<file path="src/shared/limit_status_pkg.sv">
// Constants, register map and types of the limit and status block
package limit_status_pkg;

    // Channel counts and widths
    localparam int NUM_CH = 5;
    localparam int NUM_TEMP = 3;
    localparam int NUM_FAN = 4;
    localparam int CH_W = 3;
    localparam int CNT_W = 22;

    // Analog channel indices, in conversion order
    localparam int CH_CPU = 0;
    localparam int CH_MAIN = 1;
    localparam int CH_R1 = 2;
    localparam int CH_LOCAL = 3;
    localparam int CH_R2 = 4;
    localparam int TEMP_CH [NUM_TEMP] = '{CH_R1, CH_LOCAL, CH_R2};

    typedef logic [7:0] byte_t;
    typedef logic [15:0] word_t;
    typedef enum {seq_idle, seq_run} seq_state_t;

    // Register offsets
    localparam byte_t ADDR_CFG1 = 8'h40;
    localparam byte_t ADDR_STAT1 = 8'h41;
    localparam byte_t ADDR_STAT2 = 8'h42;
    localparam byte_t ADDR_MASK1 = 8'h74;
    localparam byte_t ADDR_MASK2 = 8'h75;
    localparam byte_t ADDR_CFG3 = 8'h78;
    localparam byte_t ADDR_TIMER_LIM = 8'h7A;
    localparam byte_t ADDR_LO [NUM_CH] = '{8'h46, 8'h48, 8'h4E, 8'h50, 8'h52};
    localparam byte_t ADDR_HI [NUM_CH] = '{8'h47, 8'h49, 8'h4F, 8'h51, 8'h53};
    localparam byte_t ADDR_VAL [NUM_CH] = '{8'h21, 8'h22, 8'h25, 8'h26, 8'h27};
    localparam byte_t ADDR_OT [NUM_TEMP] = '{8'h6A, 8'h6B, 8'h6C};
    localparam byte_t ADDR_FAN_LO [NUM_FAN] = '{8'h54, 8'h56, 8'h58, 8'h5A};
    localparam byte_t ADDR_FAN_HI [NUM_FAN] = '{8'h55, 8'h57, 8'h59, 8'h5B};

    // Reset values
    localparam byte_t LO_RST [NUM_CH] = '{8'h00, 8'h00, 8'h01, 8'h01, 8'h01};
    localparam byte_t HI_RST = 8'hFF;
    localparam byte_t OT_RST = 8'hA4;
    localparam word_t FAN_LIM_RST = 16'hFFFF;
    localparam byte_t TIMER_LIM_RST = 8'h00;
    localparam byte_t CFG1_RST = 8'h01;
    localparam byte_t CFG3_RST = 8'h00;
    localparam byte_t MASK_RST = 8'h00;
    localparam byte_t VAL_RST = 8'h00;

    // Field positions
    localparam int START_BIT = 0;
    localparam int ALERT_EN_BIT = 0;
    localparam int SUMMARY_BIT = 7;
    localparam int CH_STAT_BIT [NUM_CH] = '{1, 2, 4, 5, 6};
    localparam int DIODE_STAT_BIT [2] = '{6, 7};
    localparam int FAN_STAT_BIT [NUM_FAN] = '{2, 3, 4, 5};
    localparam int OVT_BIT = 1;

    // Monitoring pass times and their cycle counts
    localparam int CLK_KHZ = 25000;
    localparam int PASS_AVG_MS = 146;
    localparam int PASS_FAST_MS = 19;
    localparam int PASS_AVG_CYC = PASS_AVG_MS * CLK_KHZ;
    localparam int PASS_FAST_CYC = PASS_FAST_MS * CLK_KHZ;

endpackage : limit_status_pkg

</file>
<file path="src/hw/limit_status_alert_logic.sv">
// Limit comparison, sticky status, masking and alert output
`timescale 1ns/100ps
`default_nettype none

// Behaviour
// - High violation when value above high limit; low when value at or below low.
// - Voltage and temperature channels converted in a repeating round-robin order.
// - Start bit runs or stops monitoring; it is set after reset.
// - Each finished conversion is stored in that channel's value register.
// - One pass lasts 146 ms averaged, 19 ms with averaging off.
// - Fan periods are checked whenever they arrive, apart from the sequence.
// - Fan period and limit are 16 bits; period above limit means slow fan.
// - Window check on analog channels; fan check only in manual fan mode.
// - Status bit follows latest check: set when out of limits.
// - Status bits except overtemperature and summary are sticky until read after condition ends.
// - Overtemperature flag is live and drops as soon as the condition ends.
// - First status bit 7 reads one when any second status bit is set.
// - First status bits 6,5,4 temperatures; bits 2,1 main and CPU supply.
// - Second status bits 7 and 6 flag remote diode two and one faults.
// - Second status bit 5 flags fan four slow or timer limit exceeded.
// - Second status bits 4,3,2 flag fans three, two and one slow.
// - Second status bit 1 flags overtemperature limit exceeded.
// - Alert low while any unmasked source is out of limit, until read.
// - A mask bit blocks only the alert; the status bit still sets.
// - Alert can be routed to either of two pins.
// - Mask bits sit at the status bit positions; one blocks that source.
// - Alert output is off after reset until enable bit is set.
module limit_status_alert_logic
    import limit_status_pkg::*;
#(
    parameter int unsigned PASS_AVG_CYCLES = PASS_AVG_CYC,
    parameter int unsigned PASS_FAST_CYCLES = PASS_FAST_CYC
) (
    input wire logic clk_sys,
    input wire logic reset,
    input wire logic [7:0] reg_addr,
    input wire logic reg_wr,
    input wire logic reg_rd,
    input wire logic [7:0] reg_wdata,
    output logic [7:0] reg_rdata,
    input wire logic avg_disable,
    output logic adc_start,
    output logic [CH_W-1:0] adc_channel,
    output logic monitor_running,
    input wire logic adc_done,
    input wire logic [7:0] adc_result,
    input wire logic adc_diode_fault,
    input wire logic [NUM_FAN-1:0] fan_period_valid,
    input wire logic [15:0] fan_one_period,
    input wire logic [15:0] fan_two_period,
    input wire logic [15:0] fan_three_period,
    input wire logic [15:0] fan_four_period,
    input wire logic fan_manual_mode,
    input wire logic overtemp_pin_mode,
    input wire logic overtemp_timer_exceeded,
    output logic [7:0] overtemp_timer_limit,
    input wire logic alert_pin_select,
    output logic alert_a_out,
    output logic alert_a_oe,
    output logic alert_b_out,
    output logic alert_b_oe
);

    localparam logic [CNT_W-1:0] SLOT_AVG_LAST =
        CNT_W'(PASS_AVG_CYCLES / NUM_CH - 1);
    localparam logic [CNT_W-1:0] SLOT_FAST_LAST =
        CNT_W'(PASS_FAST_CYCLES / NUM_CH - 1);
    localparam logic [CH_W-1:0] CH_LAST = CH_W'(NUM_CH - 1);
    localparam logic [CH_W-1:0] CH_FIRST = CH_W'(0);

    byte_t lo_lim_reg [NUM_CH];
    byte_t hi_lim_reg [NUM_CH];
    byte_t val_reg [NUM_CH];
    byte_t ot_lim_reg [NUM_TEMP];
    word_t fan_lim_reg [NUM_FAN];
    word_t fan_period_vec [NUM_FAN];
    byte_t cfg1_reg, cfg3_reg, mask1_reg, mask2_reg, timer_lim_reg;
    byte_t stat1_reg, stat2_reg, stat1_set, stat2_set;
    byte_t status1_view, status2_view, rd_value;
    logic [NUM_CH-1:0] limit_cond_reg, limit_cond_next;
    logic [1:0] diode_cond_reg, diode_cond_next;
    logic [NUM_FAN-1:0] fan_cond_reg, fan_cond_next;
    logic [NUM_TEMP-1:0] ot_cond_reg, ot_cond_next;
    logic alert_active_reg, alert_next, rd1, rd2;
    seq_state_t state_reg;
    logic [CH_W-1:0] chan_reg;
    logic [CNT_W-1:0] cnt_reg, slot_last;

    // Window test: strictly above high, or at or below low
    function automatic logic out_of_window(input byte_t v, input byte_t lo,
                                           input byte_t hi);
        return (v > hi) || (v <= lo);
    endfunction : out_of_window

    // Next channel of the round robin
    function automatic logic [CH_W-1:0] next_chan(input logic [CH_W-1:0] c);
        return (c == CH_LAST) ? CH_FIRST : CH_W'(c + CH_W'(1));
    endfunction : next_chan

    assign fan_period_vec[0] = fan_one_period;
    assign fan_period_vec[1] = fan_two_period;
    assign fan_period_vec[2] = fan_three_period;
    assign fan_period_vec[3] = fan_four_period;
    assign overtemp_timer_limit = timer_lim_reg;
    assign rd1 = reg_rd && (reg_addr == ADDR_STAT1);
    assign rd2 = reg_rd && (reg_addr == ADDR_STAT2);

    // Writable configuration, mask and limit registers
    always_ff @(posedge clk_sys or posedge reset) begin
        if (reset) begin
            cfg1_reg <= CFG1_RST;
            cfg3_reg <= CFG3_RST;
            mask1_reg <= MASK_RST;
            mask2_reg <= MASK_RST;
            timer_lim_reg <= TIMER_LIM_RST;
            for (int i = 0; i < NUM_CH; i++) begin
                lo_lim_reg[i] <= LO_RST[i];
                hi_lim_reg[i] <= HI_RST;
            end
            for (int t = 0; t < NUM_TEMP; t++) begin
                ot_lim_reg[t] <= OT_RST;
            end
            for (int f = 0; f < NUM_FAN; f++) begin
                fan_lim_reg[f] <= FAN_LIM_RST;
            end
        end else if (reg_wr) begin
            if (reg_addr == ADDR_CFG1) cfg1_reg <= reg_wdata;
            if (reg_addr == ADDR_CFG3) cfg3_reg <= reg_wdata;
            if (reg_addr == ADDR_MASK1) mask1_reg <= reg_wdata;
            if (reg_addr == ADDR_MASK2) mask2_reg <= reg_wdata;
            if (reg_addr == ADDR_TIMER_LIM) timer_lim_reg <= reg_wdata;
            for (int i = 0; i < NUM_CH; i++) begin
                if (reg_addr == ADDR_LO[i]) lo_lim_reg[i] <= reg_wdata;
                if (reg_addr == ADDR_HI[i]) hi_lim_reg[i] <= reg_wdata;
            end
            for (int t = 0; t < NUM_TEMP; t++) begin
                if (reg_addr == ADDR_OT[t]) ot_lim_reg[t] <= reg_wdata;
            end
            // Fan limit is a 16-bit pair of bytes
            for (int f = 0; f < NUM_FAN; f++) begin
                if (reg_addr == ADDR_FAN_LO[f]) fan_lim_reg[f][7:0] <= reg_wdata;
                if (reg_addr == ADDR_FAN_HI[f]) fan_lim_reg[f][15:8] <= reg_wdata;
            end
        end
    end

    // Round-robin sequencer, one slot per analog channel
    assign slot_last = avg_disable ? SLOT_FAST_LAST : SLOT_AVG_LAST;
    always_ff @(posedge clk_sys or posedge reset) begin
        if (reset) begin
            state_reg <= seq_idle;
            chan_reg <= CH_FIRST;
            cnt_reg <= '0;
        end else begin
            unique case (state_reg)
                seq_idle: begin
                    cnt_reg <= '0;
                    chan_reg <= CH_FIRST;
                    if (cfg1_reg[START_BIT]) state_reg <= seq_run;
                end
                seq_run: begin
                    if (cnt_reg >= slot_last) begin
                        cnt_reg <= '0;
                        chan_reg <= next_chan(chan_reg);
                        if (!cfg1_reg[START_BIT]) state_reg <= seq_idle;
                    end else begin
                        cnt_reg <= cnt_reg + CNT_W'(1);
                    end
                end
            endcase
        end
    end
    assign adc_start = (state_reg == seq_run) && (cnt_reg == '0);
    assign adc_channel = chan_reg;
    assign monitor_running = (state_reg == seq_run);

    // Latest conversion result per channel
    always_ff @(posedge clk_sys or posedge reset) begin
        if (reset) begin
            for (int i = 0; i < NUM_CH; i++) val_reg[i] <= VAL_RST;
        end else if (adc_done) begin
            val_reg[chan_reg] <= adc_result;
        end
    end

    // Outcome of the most recent check of every source
    always_comb begin
        limit_cond_next = limit_cond_reg;
        diode_cond_next = diode_cond_reg;
        ot_cond_next = ot_cond_reg;
        fan_cond_next = fan_cond_reg;
        if (adc_done) begin
            limit_cond_next[chan_reg] = out_of_window(adc_result,
                lo_lim_reg[chan_reg], hi_lim_reg[chan_reg]);
            for (int t = 0; t < NUM_TEMP; t++) begin
                if (chan_reg == CH_W'(TEMP_CH[t])) begin
                    ot_cond_next[t] = adc_result > ot_lim_reg[t];
                end
            end
            if (chan_reg == CH_W'(CH_R1)) diode_cond_next[0] = adc_diode_fault;
            if (chan_reg == CH_W'(CH_R2)) diode_cond_next[1] = adc_diode_fault;
        end
        // Fan results arrive on their own schedule
        for (int f = 0; f < NUM_FAN; f++) begin
            if (fan_period_valid[f]) begin
                fan_cond_next[f] = fan_manual_mode &&
                    (fan_period_vec[f] > fan_lim_reg[f]);
            end
        end
    end

    always_ff @(posedge clk_sys or posedge reset) begin
        if (reset) begin
            limit_cond_reg <= '0;
            diode_cond_reg <= '0;
            ot_cond_reg <= '0;
            fan_cond_reg <= '0;
        end else begin
            limit_cond_reg <= limit_cond_next;
            diode_cond_reg <= diode_cond_next;
            ot_cond_reg <= ot_cond_next;
            fan_cond_reg <= fan_cond_next;
        end
    end

    // Map present conditions onto status bit positions
    always_comb begin
        stat1_set = '0;
        stat2_set = '0;
        for (int i = 0; i < NUM_CH; i++) begin
            stat1_set[CH_STAT_BIT[i]] = limit_cond_next[i];
        end
        stat2_set[DIODE_STAT_BIT[0]] = diode_cond_next[0];
        stat2_set[DIODE_STAT_BIT[1]] = diode_cond_next[1];
        for (int f = 0; f < NUM_FAN - 1; f++) begin
            stat2_set[FAN_STAT_BIT[f]] = fan_cond_next[f];
        end
        stat2_set[FAN_STAT_BIT[NUM_FAN-1]] = overtemp_pin_mode ?
            overtemp_timer_exceeded : fan_cond_next[NUM_FAN-1];
    end

    // Sticky status; a read clears only bits whose cause has gone
    always_ff @(posedge clk_sys or posedge reset) begin
        if (reset) begin
            stat1_reg <= '0;
            stat2_reg <= '0;
        end else begin
            stat1_reg <= stat1_set | (rd1 ? '0 : stat1_reg);
            stat2_reg <= stat2_set | (rd2 ? '0 : stat2_reg);
        end
    end

    // Visible status: live overtemperature bit and summary bit
    always_comb begin
        status2_view = stat2_reg;
        status2_view[OVT_BIT] = |ot_cond_reg;
        status1_view = stat1_reg;
        status1_view[SUMMARY_BIT] = |status2_view;
    end

    // Read data mux; unmapped offsets read zero
    always_comb begin
        rd_value = '0;
        if (reg_addr == ADDR_CFG1) rd_value = cfg1_reg;
        if (reg_addr == ADDR_CFG3) rd_value = cfg3_reg;
        if (reg_addr == ADDR_STAT1) rd_value = status1_view;
        if (reg_addr == ADDR_STAT2) rd_value = status2_view;
        if (reg_addr == ADDR_MASK1) rd_value = mask1_reg;
        if (reg_addr == ADDR_MASK2) rd_value = mask2_reg;
        if (reg_addr == ADDR_TIMER_LIM) rd_value = timer_lim_reg;
        for (int i = 0; i < NUM_CH; i++) begin
            if (reg_addr == ADDR_LO[i]) rd_value = lo_lim_reg[i];
            if (reg_addr == ADDR_HI[i]) rd_value = hi_lim_reg[i];
            if (reg_addr == ADDR_VAL[i]) rd_value = val_reg[i];
        end
        for (int t = 0; t < NUM_TEMP; t++) begin
            if (reg_addr == ADDR_OT[t]) rd_value = ot_lim_reg[t];
        end
        for (int f = 0; f < NUM_FAN; f++) begin
            if (reg_addr == ADDR_FAN_LO[f]) rd_value = fan_lim_reg[f][7:0];
            if (reg_addr == ADDR_FAN_HI[f]) rd_value = fan_lim_reg[f][15:8];
        end
    end

    // Read data is captured before the clear takes effect
    always_ff @(posedge clk_sys or posedge reset) begin
        if (reset) begin
            reg_rdata <= '0;
        end else if (reg_rd) begin
            reg_rdata <= rd_value;
        end
    end

    // Alert from unmasked status; summary bit is no source of its own
    assign alert_next = cfg3_reg[ALERT_EN_BIT] &&
        ((|(stat1_reg & ~mask1_reg)) ||
         (|(status2_view & ~mask2_reg)));
    always_ff @(posedge clk_sys or posedge reset) begin
        if (reset) begin
            alert_active_reg <= 1'b0;
        end else begin
            alert_active_reg <= alert_next;
        end
    end

    // Open-drain alert, only the selected pin pulls low
    assign alert_a_out = 1'b0;
    assign alert_b_out = 1'b0;
    assign alert_a_oe = alert_active_reg && !alert_pin_select;
    assign alert_b_oe = alert_active_reg && alert_pin_select;

    AST_HIGH_LIMIT: assert property (@(posedge clk_sys) disable iff (reset)
        adc_done && (adc_result > hi_lim_reg[chan_reg])
        |=> limit_cond_reg[$past(chan_reg)] && stat1_reg != '0)
        else $error("high limit violation not flagged");

    AST_IN_WINDOW: assert property (@(posedge clk_sys) disable iff (reset)
        adc_done && (adc_result > lo_lim_reg[chan_reg])
        && (adc_result <= hi_lim_reg[chan_reg])
        |=> !limit_cond_reg[$past(chan_reg)])
        else $error("in-window value flagged");

    AST_LOW_LIMIT: assert property (@(posedge clk_sys) disable iff (reset)
        adc_done && (adc_result <= lo_lim_reg[chan_reg])
        |=> limit_cond_reg[$past(chan_reg)])
        else $error("low limit violation not flagged");

    AST_VALUE_STORE: assert property (@(posedge clk_sys) disable iff (reset)
        adc_done |=> val_reg[$past(chan_reg)] == $past(adc_result))
        else $error("conversion result not stored");

    AST_ROUND_ROBIN: assert property (@(posedge clk_sys) disable iff (reset)
        (state_reg == seq_run) && (cnt_reg >= slot_last)
        |=> chan_reg == next_chan($past(chan_reg)) && cnt_reg == '0)
        else $error("channel sequence broken");

    AST_STOP: assert property (@(posedge clk_sys) disable iff (reset)
        (state_reg == seq_run) && (cnt_reg >= slot_last)
        && !cfg1_reg[START_BIT] |=> !adc_start [*2])
        else $error("monitoring did not stop");

    AST_STICKY: assert property (@(posedge clk_sys) disable iff (reset)
        !rd1 |=> (stat1_reg & $past(stat1_reg)) == $past(stat1_reg))
        else $error("sticky status bit lost");

    AST_READ_CLEAR: assert property (@(posedge clk_sys) disable iff (reset)
        rd1 ##1 !rd1 && !adc_done |=> stat1_reg == $past(stat1_reg))
        else $error("status changed without cause after read");

    AST_SUMMARY: assert property (@(posedge clk_sys) disable iff (reset)
        rd1 |=> reg_rdata[SUMMARY_BIT] == $past(|status2_view))
        else $error("summary bit wrong");

    AST_OVT_LIVE: assert property (@(posedge clk_sys) disable iff (reset)
        adc_done && (chan_reg == CH_W'(CH_LOCAL)) && (ot_cond_reg == 3'h2)
        && (adc_result <= ot_lim_reg[1]) |=> !status2_view[OVT_BIT])
        else $error("overtemperature flag did not drop");

    AST_FAN_SLOW: assert property (@(posedge clk_sys) disable iff (reset)
        fan_period_valid[0] && fan_manual_mode
        && (fan_one_period > fan_lim_reg[0]) |=> stat2_reg[FAN_STAT_BIT[0]])
        else $error("slow fan not flagged");

    AST_MASKED: assert property (@(posedge clk_sys) disable iff (reset)
        ((stat1_reg & ~mask1_reg) == '0) && ((status2_view & ~mask2_reg) == '0)
        |=> !alert_a_oe && !alert_b_oe)
        else $error("masked source drove alert");

    AST_ALERT_ON: assert property (@(posedge clk_sys) disable iff (reset)
        cfg3_reg[ALERT_EN_BIT] && ((stat1_reg & ~mask1_reg) != '0)
        |=> alert_a_oe || alert_b_oe)
        else $error("alert not asserted");

    AST_ALERT_OFF: assert property (@(posedge clk_sys) disable iff (reset)
        !cfg3_reg[ALERT_EN_BIT] |=> !alert_active_reg)
        else $error("alert active while disabled");

endmodule : limit_status_alert_logic

`default_nettype wire

</file>
<file path="config.mk">
export PLATFORM = sky130hd
export DESIGN_NAME = limit_status_alert_logic
export DESIGN_NICKNAME = d
export VERILOG_FILES = /design/src/shared/limit_status_pkg.sv /design/src/hw/limit_status_alert_logic.sv
export SDC_FILE = /design/constraint.sdc
export NUM_CORES = 1
export LEC_CHECK = 0
export BUFFER_PORTS_ARGS = -buffer_cell sky130_fd_sc_hd__buf_2
export CELL_PAD_IN_SITES_DETAIL_PLACEMENT = 1
export CELL_PAD_IN_SITES_GLOBAL_PLACEMENT = 1
export CORE_ASPECT_RATIO = 0.5
export CORE_MARGIN = 3
export CORE_UTILIZATION = 54
export CTS_BUF_LIST = sky130_fd_sc_hd__clkbuf_4
export DETAILED_ROUTE_END_ITERATION = 16
export GPL_TIMING_DRIVEN = 0
export PLACE_DENSITY = 0.92
export SLEW_MARGIN = 25
export SYNTH_ARGS = -nofsm -noshare
export SYNTH_HDL_FRONTEND = slang
export SYNTH_SLANG_ARGS = --single-unit
export TNS_END_PERCENT = 100
</file>
<file path="constraint.sdc">
create_clock -name clk_sys -period 32.6 [get_ports clk_sys]
set_input_delay 6.52 -clock clk_sys [delete_from_list [all_inputs] [get_ports clk_sys]]
set_output_delay 6.52 -clock clk_sys [all_outputs]
set_load 0.01 [all_outputs]
</file>
### Word level (Yosys, flattened, before mapping)

Cells that the tools add are included.

| storage, ports and cells | value |
|---|---|
| flip-flop bits (word level) | 344 |
| input bits | 103 |
| output and inout bits | 25 |
| word-level logic and storage cells | 225 |

| operators by class | value |
|---|---|
| add/subtract/negate cells | 2 |
| $lt $le $gt $ge | 14 |
| eq/ne operators | 41 |
| multiplexer cells | 66 |
| bitwise logic cells | 7 |
| reduce and logical (&&, ||, !) cells | 51 |

Operators by type and width:

| cell | number |
|---|---|
| $mux 8 | 40 |
| $eq 8x7->1 const B | 28 |
| $mux 32 | 3 |
| $gt 16x16->1 | 4 |
| $pmux 32 s2 | 1 |
| $reduce_and 2->1 | 29 |
| $bmux 8 s3 | 2 |
| $pmux 22 s2 | 1 |
| $bwmux 40 | 1 |
| $eq 8x6->1 const B | 5 |
| $eq 32x1->1 const B | 1 |
| $eq 32x2->1 const B | 1 |
| $gt 8x8->1 | 4 |
| $logic_not 32->1 | 1 |
| $demux 8 s3 | 1 |
| $add 22x1->22 const B | 1 |
| $ge 22x20->1 | 1 |
| $logic_not 22->1 | 1 |
| $mux 22 | 1 |
| $mux 20 | 1 |
| $and 8x8->8 | 2 |
| $not 8->8 | 2 |
| $reduce_or 8->1 | 2 |
| $logic_and 1x1->1 | 12 |
| other kinds (24) | 36 |

### Logic depth before layout (Yosys ltp)

| depth | value |
|---|---|
| depth after elaboration | 34 |
| depth in mapped cells | 15 |
| depth with buffers taken out | 13 |

### Worst setup path before layout

OpenSTA, ideal clock, no wires.

| timing | value |
|---|---|
| kind | input to output |
| from | in alert_pin_select |
| to | out alert_a_oe |
| data arrival time | 6698 ps |
| required time | 26080 ps |
| setup slack | 19382 ps |
| stages | 1 |
| path buffers | 0 |
| cells stage by stage | nor2b_1 |

| on the way | value |
|---|---|
| longest elaborated chain between the ends | 2 |

Ends and longest elaborated chain:

| what | RTL line | text |
|---|---|---|
| from (decl) | limit_status_alert_logic.sv:57 | `input wire logic alert_pin_select,` |
| $logic_not 1->1 | limit_status_alert_logic.sv:309 | `assign alert_a_oe = alert_active_reg && !alert_pin_select;` |
| $logic_and 1x1->1 | limit_status_alert_logic.sv:309 |  |
| to (decl) | limit_status_alert_logic.sv:59 | `output logic alert_a_oe,` |

No other way between the ends.

### Worst setup path in the final report

| timing | value |
|---|---|
| from | in alert_pin_select |
| to | out alert_b_oe |

| on the way | value |
|---|---|
| longest elaborated chain between the ends | 1 |

Ends and longest elaborated chain:

| what | RTL line | text |
|---|---|---|
| $logic_and 1x1->1 | limit_status_alert_logic.sv:310 | `assign alert_b_oe = alert_active_reg && alert_pin_select;` |
| to (decl) | limit_status_alert_logic.sv:61 | `output logic alert_b_oe` |

No other way between the ends.

==> summary.md <==
| Metric | Value |
|---|---|
| Port bufs | 123 |
| Count of flip-flops with a built-in enable after synthesis | 0 |
| Sink Count | 308 |
| Initial core utilization | a little under three fifths |
| Layout net count | 2184 |
| Reg2reg start | adc_channel[0] |
| Die Y | 136 um |
| Fmax achieved | ~74 MHz |
| Placed instance area | just under 0.02 sq mm |
| # fillers | between 3000 and 4000 |
| Routability cong. | just over 1 |
| Synth unique cells | 86 |
| Startpoint Class | input pin |
| Critical Path End | alert_b_oe |
| Clock buffer depth | 3 |
| Critical path class | in2out |
| Power Density | approximately 44 mW/mm^2 |
| Tcrit/Tclk final | around two fifths |
| Max stage delay cell, worst path | and2_1 |
| R2R depth | 16 |
| Max-Cap Viols | 0 |
| Ys async rst share | 100% |
| Core Region | roughly 0.033 sq mm |
| Post-Synthesis Cell Area | 0.0183 sq mm |
| Final setup fails | 0 |
| Clock-pin slew on the worst setup and hold paths | 80 ps |
| Rows | 46 |
| Synth warnings | 0 |
| Wire per inst | 31.3 um |
| Post-Route WL | 77.0 mm |
| CP max FO | 2 |
| Postcts setup bufs | 0 |
| Post-route cell area | 0.0205 sq mm |
| Final Hold Fails | 0 |
| Critical path cell sequence | buf_2 > and2_1 > buf_2 |
| Drt drc | 0 |
| Io pins | 128 |
| CP max stage delay | 150 ps |
| Arr. time, crit path | 6920 ps |
| Clk root buf | clkbuf_4 |
| R2R Path End | limit_cond_reg[4] |
| Status | complete, no violations |
| Syn_area_per_cell | 10.4 sq um |
| CTS resizes | 0 |
| Synth Register Bits | about 310 |
| Grt ovf | 0 |
| Area grow syn2layout | 12.2% |
| Pre-antenna DRT Iters | 6 |
| Layout cells sized above 1 | 32.0% |
| Reg area | between 0.007 and 0.008 sq mm |
| Clk_lat worst skew | 810 ps |
| Core Util, Final | 63.1% |
| R2R setup slack | 28230 ps |
| CP startpoint | alert_pin_select |
| Slew HR | 25.2% |
| Multi-input gate area | 0.00973 sq mm |
| Total GRT Usage | 42.6% |
| Largest net degree at the start of global routing | between 100 and 150 |
| Post-Synthesis Cells | 1758 |
| Fin. max-slew vios | 0 |
| Skew final | 34.9 ps |
| # H-tree levels | 3 |
| Final hold slack | 499 ps |
| Min Tclk post-route | around 13000 ps |
| Initial antenna violation count | 2 |
| RSZ-0062 raised after global routing | no |
| Vias | 17103 |
| TNS Setup | 0 ps |
| Total die area | 0.0362 sq mm |
| Min-Delay Path Class | reg2reg |
| Seq/Total Area, Yosys | 43.0% |
| Most frequent CP cell | buf_2 |
| DP Wirelength | 56.0 mm |
| First-pass GRT wire length | 114 mm |
| CP required | 26080 ps |
| Die W | between 200 and 300 um |
| Antenna viol nets, final | 0 |
| Vias in the first global route | 18193 |
| Hold-fix buffers, CTS | 0 |
| Setup crit end kind | output pin |
| Max FFs per register | 64 |
| CTS tree | yes |
| DRT iter0 DRCs | 2199 |
| Most used DFF post-synth | dfrtp_1 |
| Leak Pwr | 0.00909 uW |
| CTS Buf Count | 75 |
| Via/cell ratio | 6.96 |
| Slew @ Worst Pin | 1110 ps |
| Worst-case vdd ir drop | 25.0 uV |
metrics by stage:
step	instances	power [uW]	worst slack (ps)
finish	2456	905	19160
global route	2454	934	19140
CTS	2453	898	19170
detailed placement	2319	568	19170
global placement	2315	556	14330
floorplan	1760	507	17760
cells in the final DEF, fill, tap and decap left out, types with 10 or more instances in the layout:
cell / netlist / layout
a31oi_1: 14 / 14
o21a_1: 14 / 14
nand4_1: 27 / 27
a22oi_1: 12 / 12
clkinv_1: 1 / 17
clkbuf_1: 62 / 62
nand3_1: 47 / 47
inv_1: 112 / 111
nor4_1: 13 / 13
o21ai_0: 72 / 72
a211oi_1: 13 / 12
a21oi_1: 69 / 69
buf_2: 8 / 131
nor3_1: 26 / 23
clkbuf_4: 0 / 112
nor2_1: 106 / 106
o22ai_1: 33 / 33
a21o_1: 27 / 27
o211ai_1: 18 / 18
dfstp_2: 117 / 117
a222oi_1: 10 / 10
nor2b_1: 24 / 24
a221oi_1: 13 / 13
mux2i_1: 38 / 38
nand2_1: 136 / 136
and3_1: 18 / 18
ha_1: 117 / 117
xor2_1: 12 / 12
o221ai_1: 13 / 13
nand2b_1: 10 / 10
mux2_2: 246 / 246
dfrtp_1: 191 / 191
nor3_2: 7 / 10
layer usage:
| layer | vias to the layer above | routed length, um | global-route usage, % |
|---|---|---|---|
| li1 | 6924 | - | - |
| met1 | 8451 | 28400 | 51.2 |
| met2 | 1323 | 34000 | 66.9 |
| met3 | 401 | 9900 | 15.7 |
| met4 | 4 | 4690 | 23.6 |
| met5 | - | 37 | 0 |
area by class of cell:
class	count	share of cell area [%]
antenna	3	0.0366
timing repair buffer	127	3.44
sequential	308	38.3
inverter	113	2.10
tap	432	2.63
clock buffer	112	4.10
multi-input combinational	1258	47.4
clock inverter	22	0.421
buffer	81	1.61
cell usage after synthesis, types with 24 or more instances:
cell type	n	area (sq um)
nor2b_1	24	150
mux2i_1	38	380
clkbuf_1	62	233
nor2_1	106	398
dfstp_2	117	3070
a21oi_1	69	345
nand2_1	136	510
nand4_1	27	169
dfrtp_1	191	4780
a21o_1	27	203
o21ai_0	72	360
inv_1	112	420
o22ai_1	33	206
nor3_1	26	130
nand3_1	47	235
mux2_2	246	2770
ha_1	117	1460
cell families after synthesis:
logic type / Yosys count / share of synthesized area, %
AND/OR/NAND/NOR: 468 / 13.1
AO/OA/AOI/OAI: 367 / 13.7
flip-flops: 308 / 43.0
multiplexers: 284 / 17.2
buffers and inverters: 194 / 4.13
adder cells (fa/ha/maj): 117 / 8.01
XOR/XNOR: 19 / 0.910
other: 1 / 0.0205
power breakdown:
group / leakage [uW] / switching, uW / internal, uW
clock: 0.000562 / 177 / 157
sequential: 0.00374 / 28.0 / 413
combinational: 0.00479 / 80.5 / 49.6
how the worst min path moves through the flow:
stage / startpoint / to / cells past startpoint / slack, ps
after floorplan: limit_cond_reg[0] / limit_cond_reg[0] / 2 / 440
after global placement: limit_cond_reg[2] / limit_cond_reg[2] / 2 / 460
after detailed placement: val_reg[24] / val_reg[24] / 2 / 480
after CTS: val_reg[24] / val_reg[24] / 2 / 500
after global routing: val_reg[28] / val_reg[28] / 1 / 520
final: val_reg[24] / val_reg[24] / 2 / 500
worst max-delay path: cells and delay by family:
family | cells | cell delay [ps]
buffers and inverters | 2 | 250
and+or+nand+nor | 1 | 150
Power figures use the tool's default switching activity.
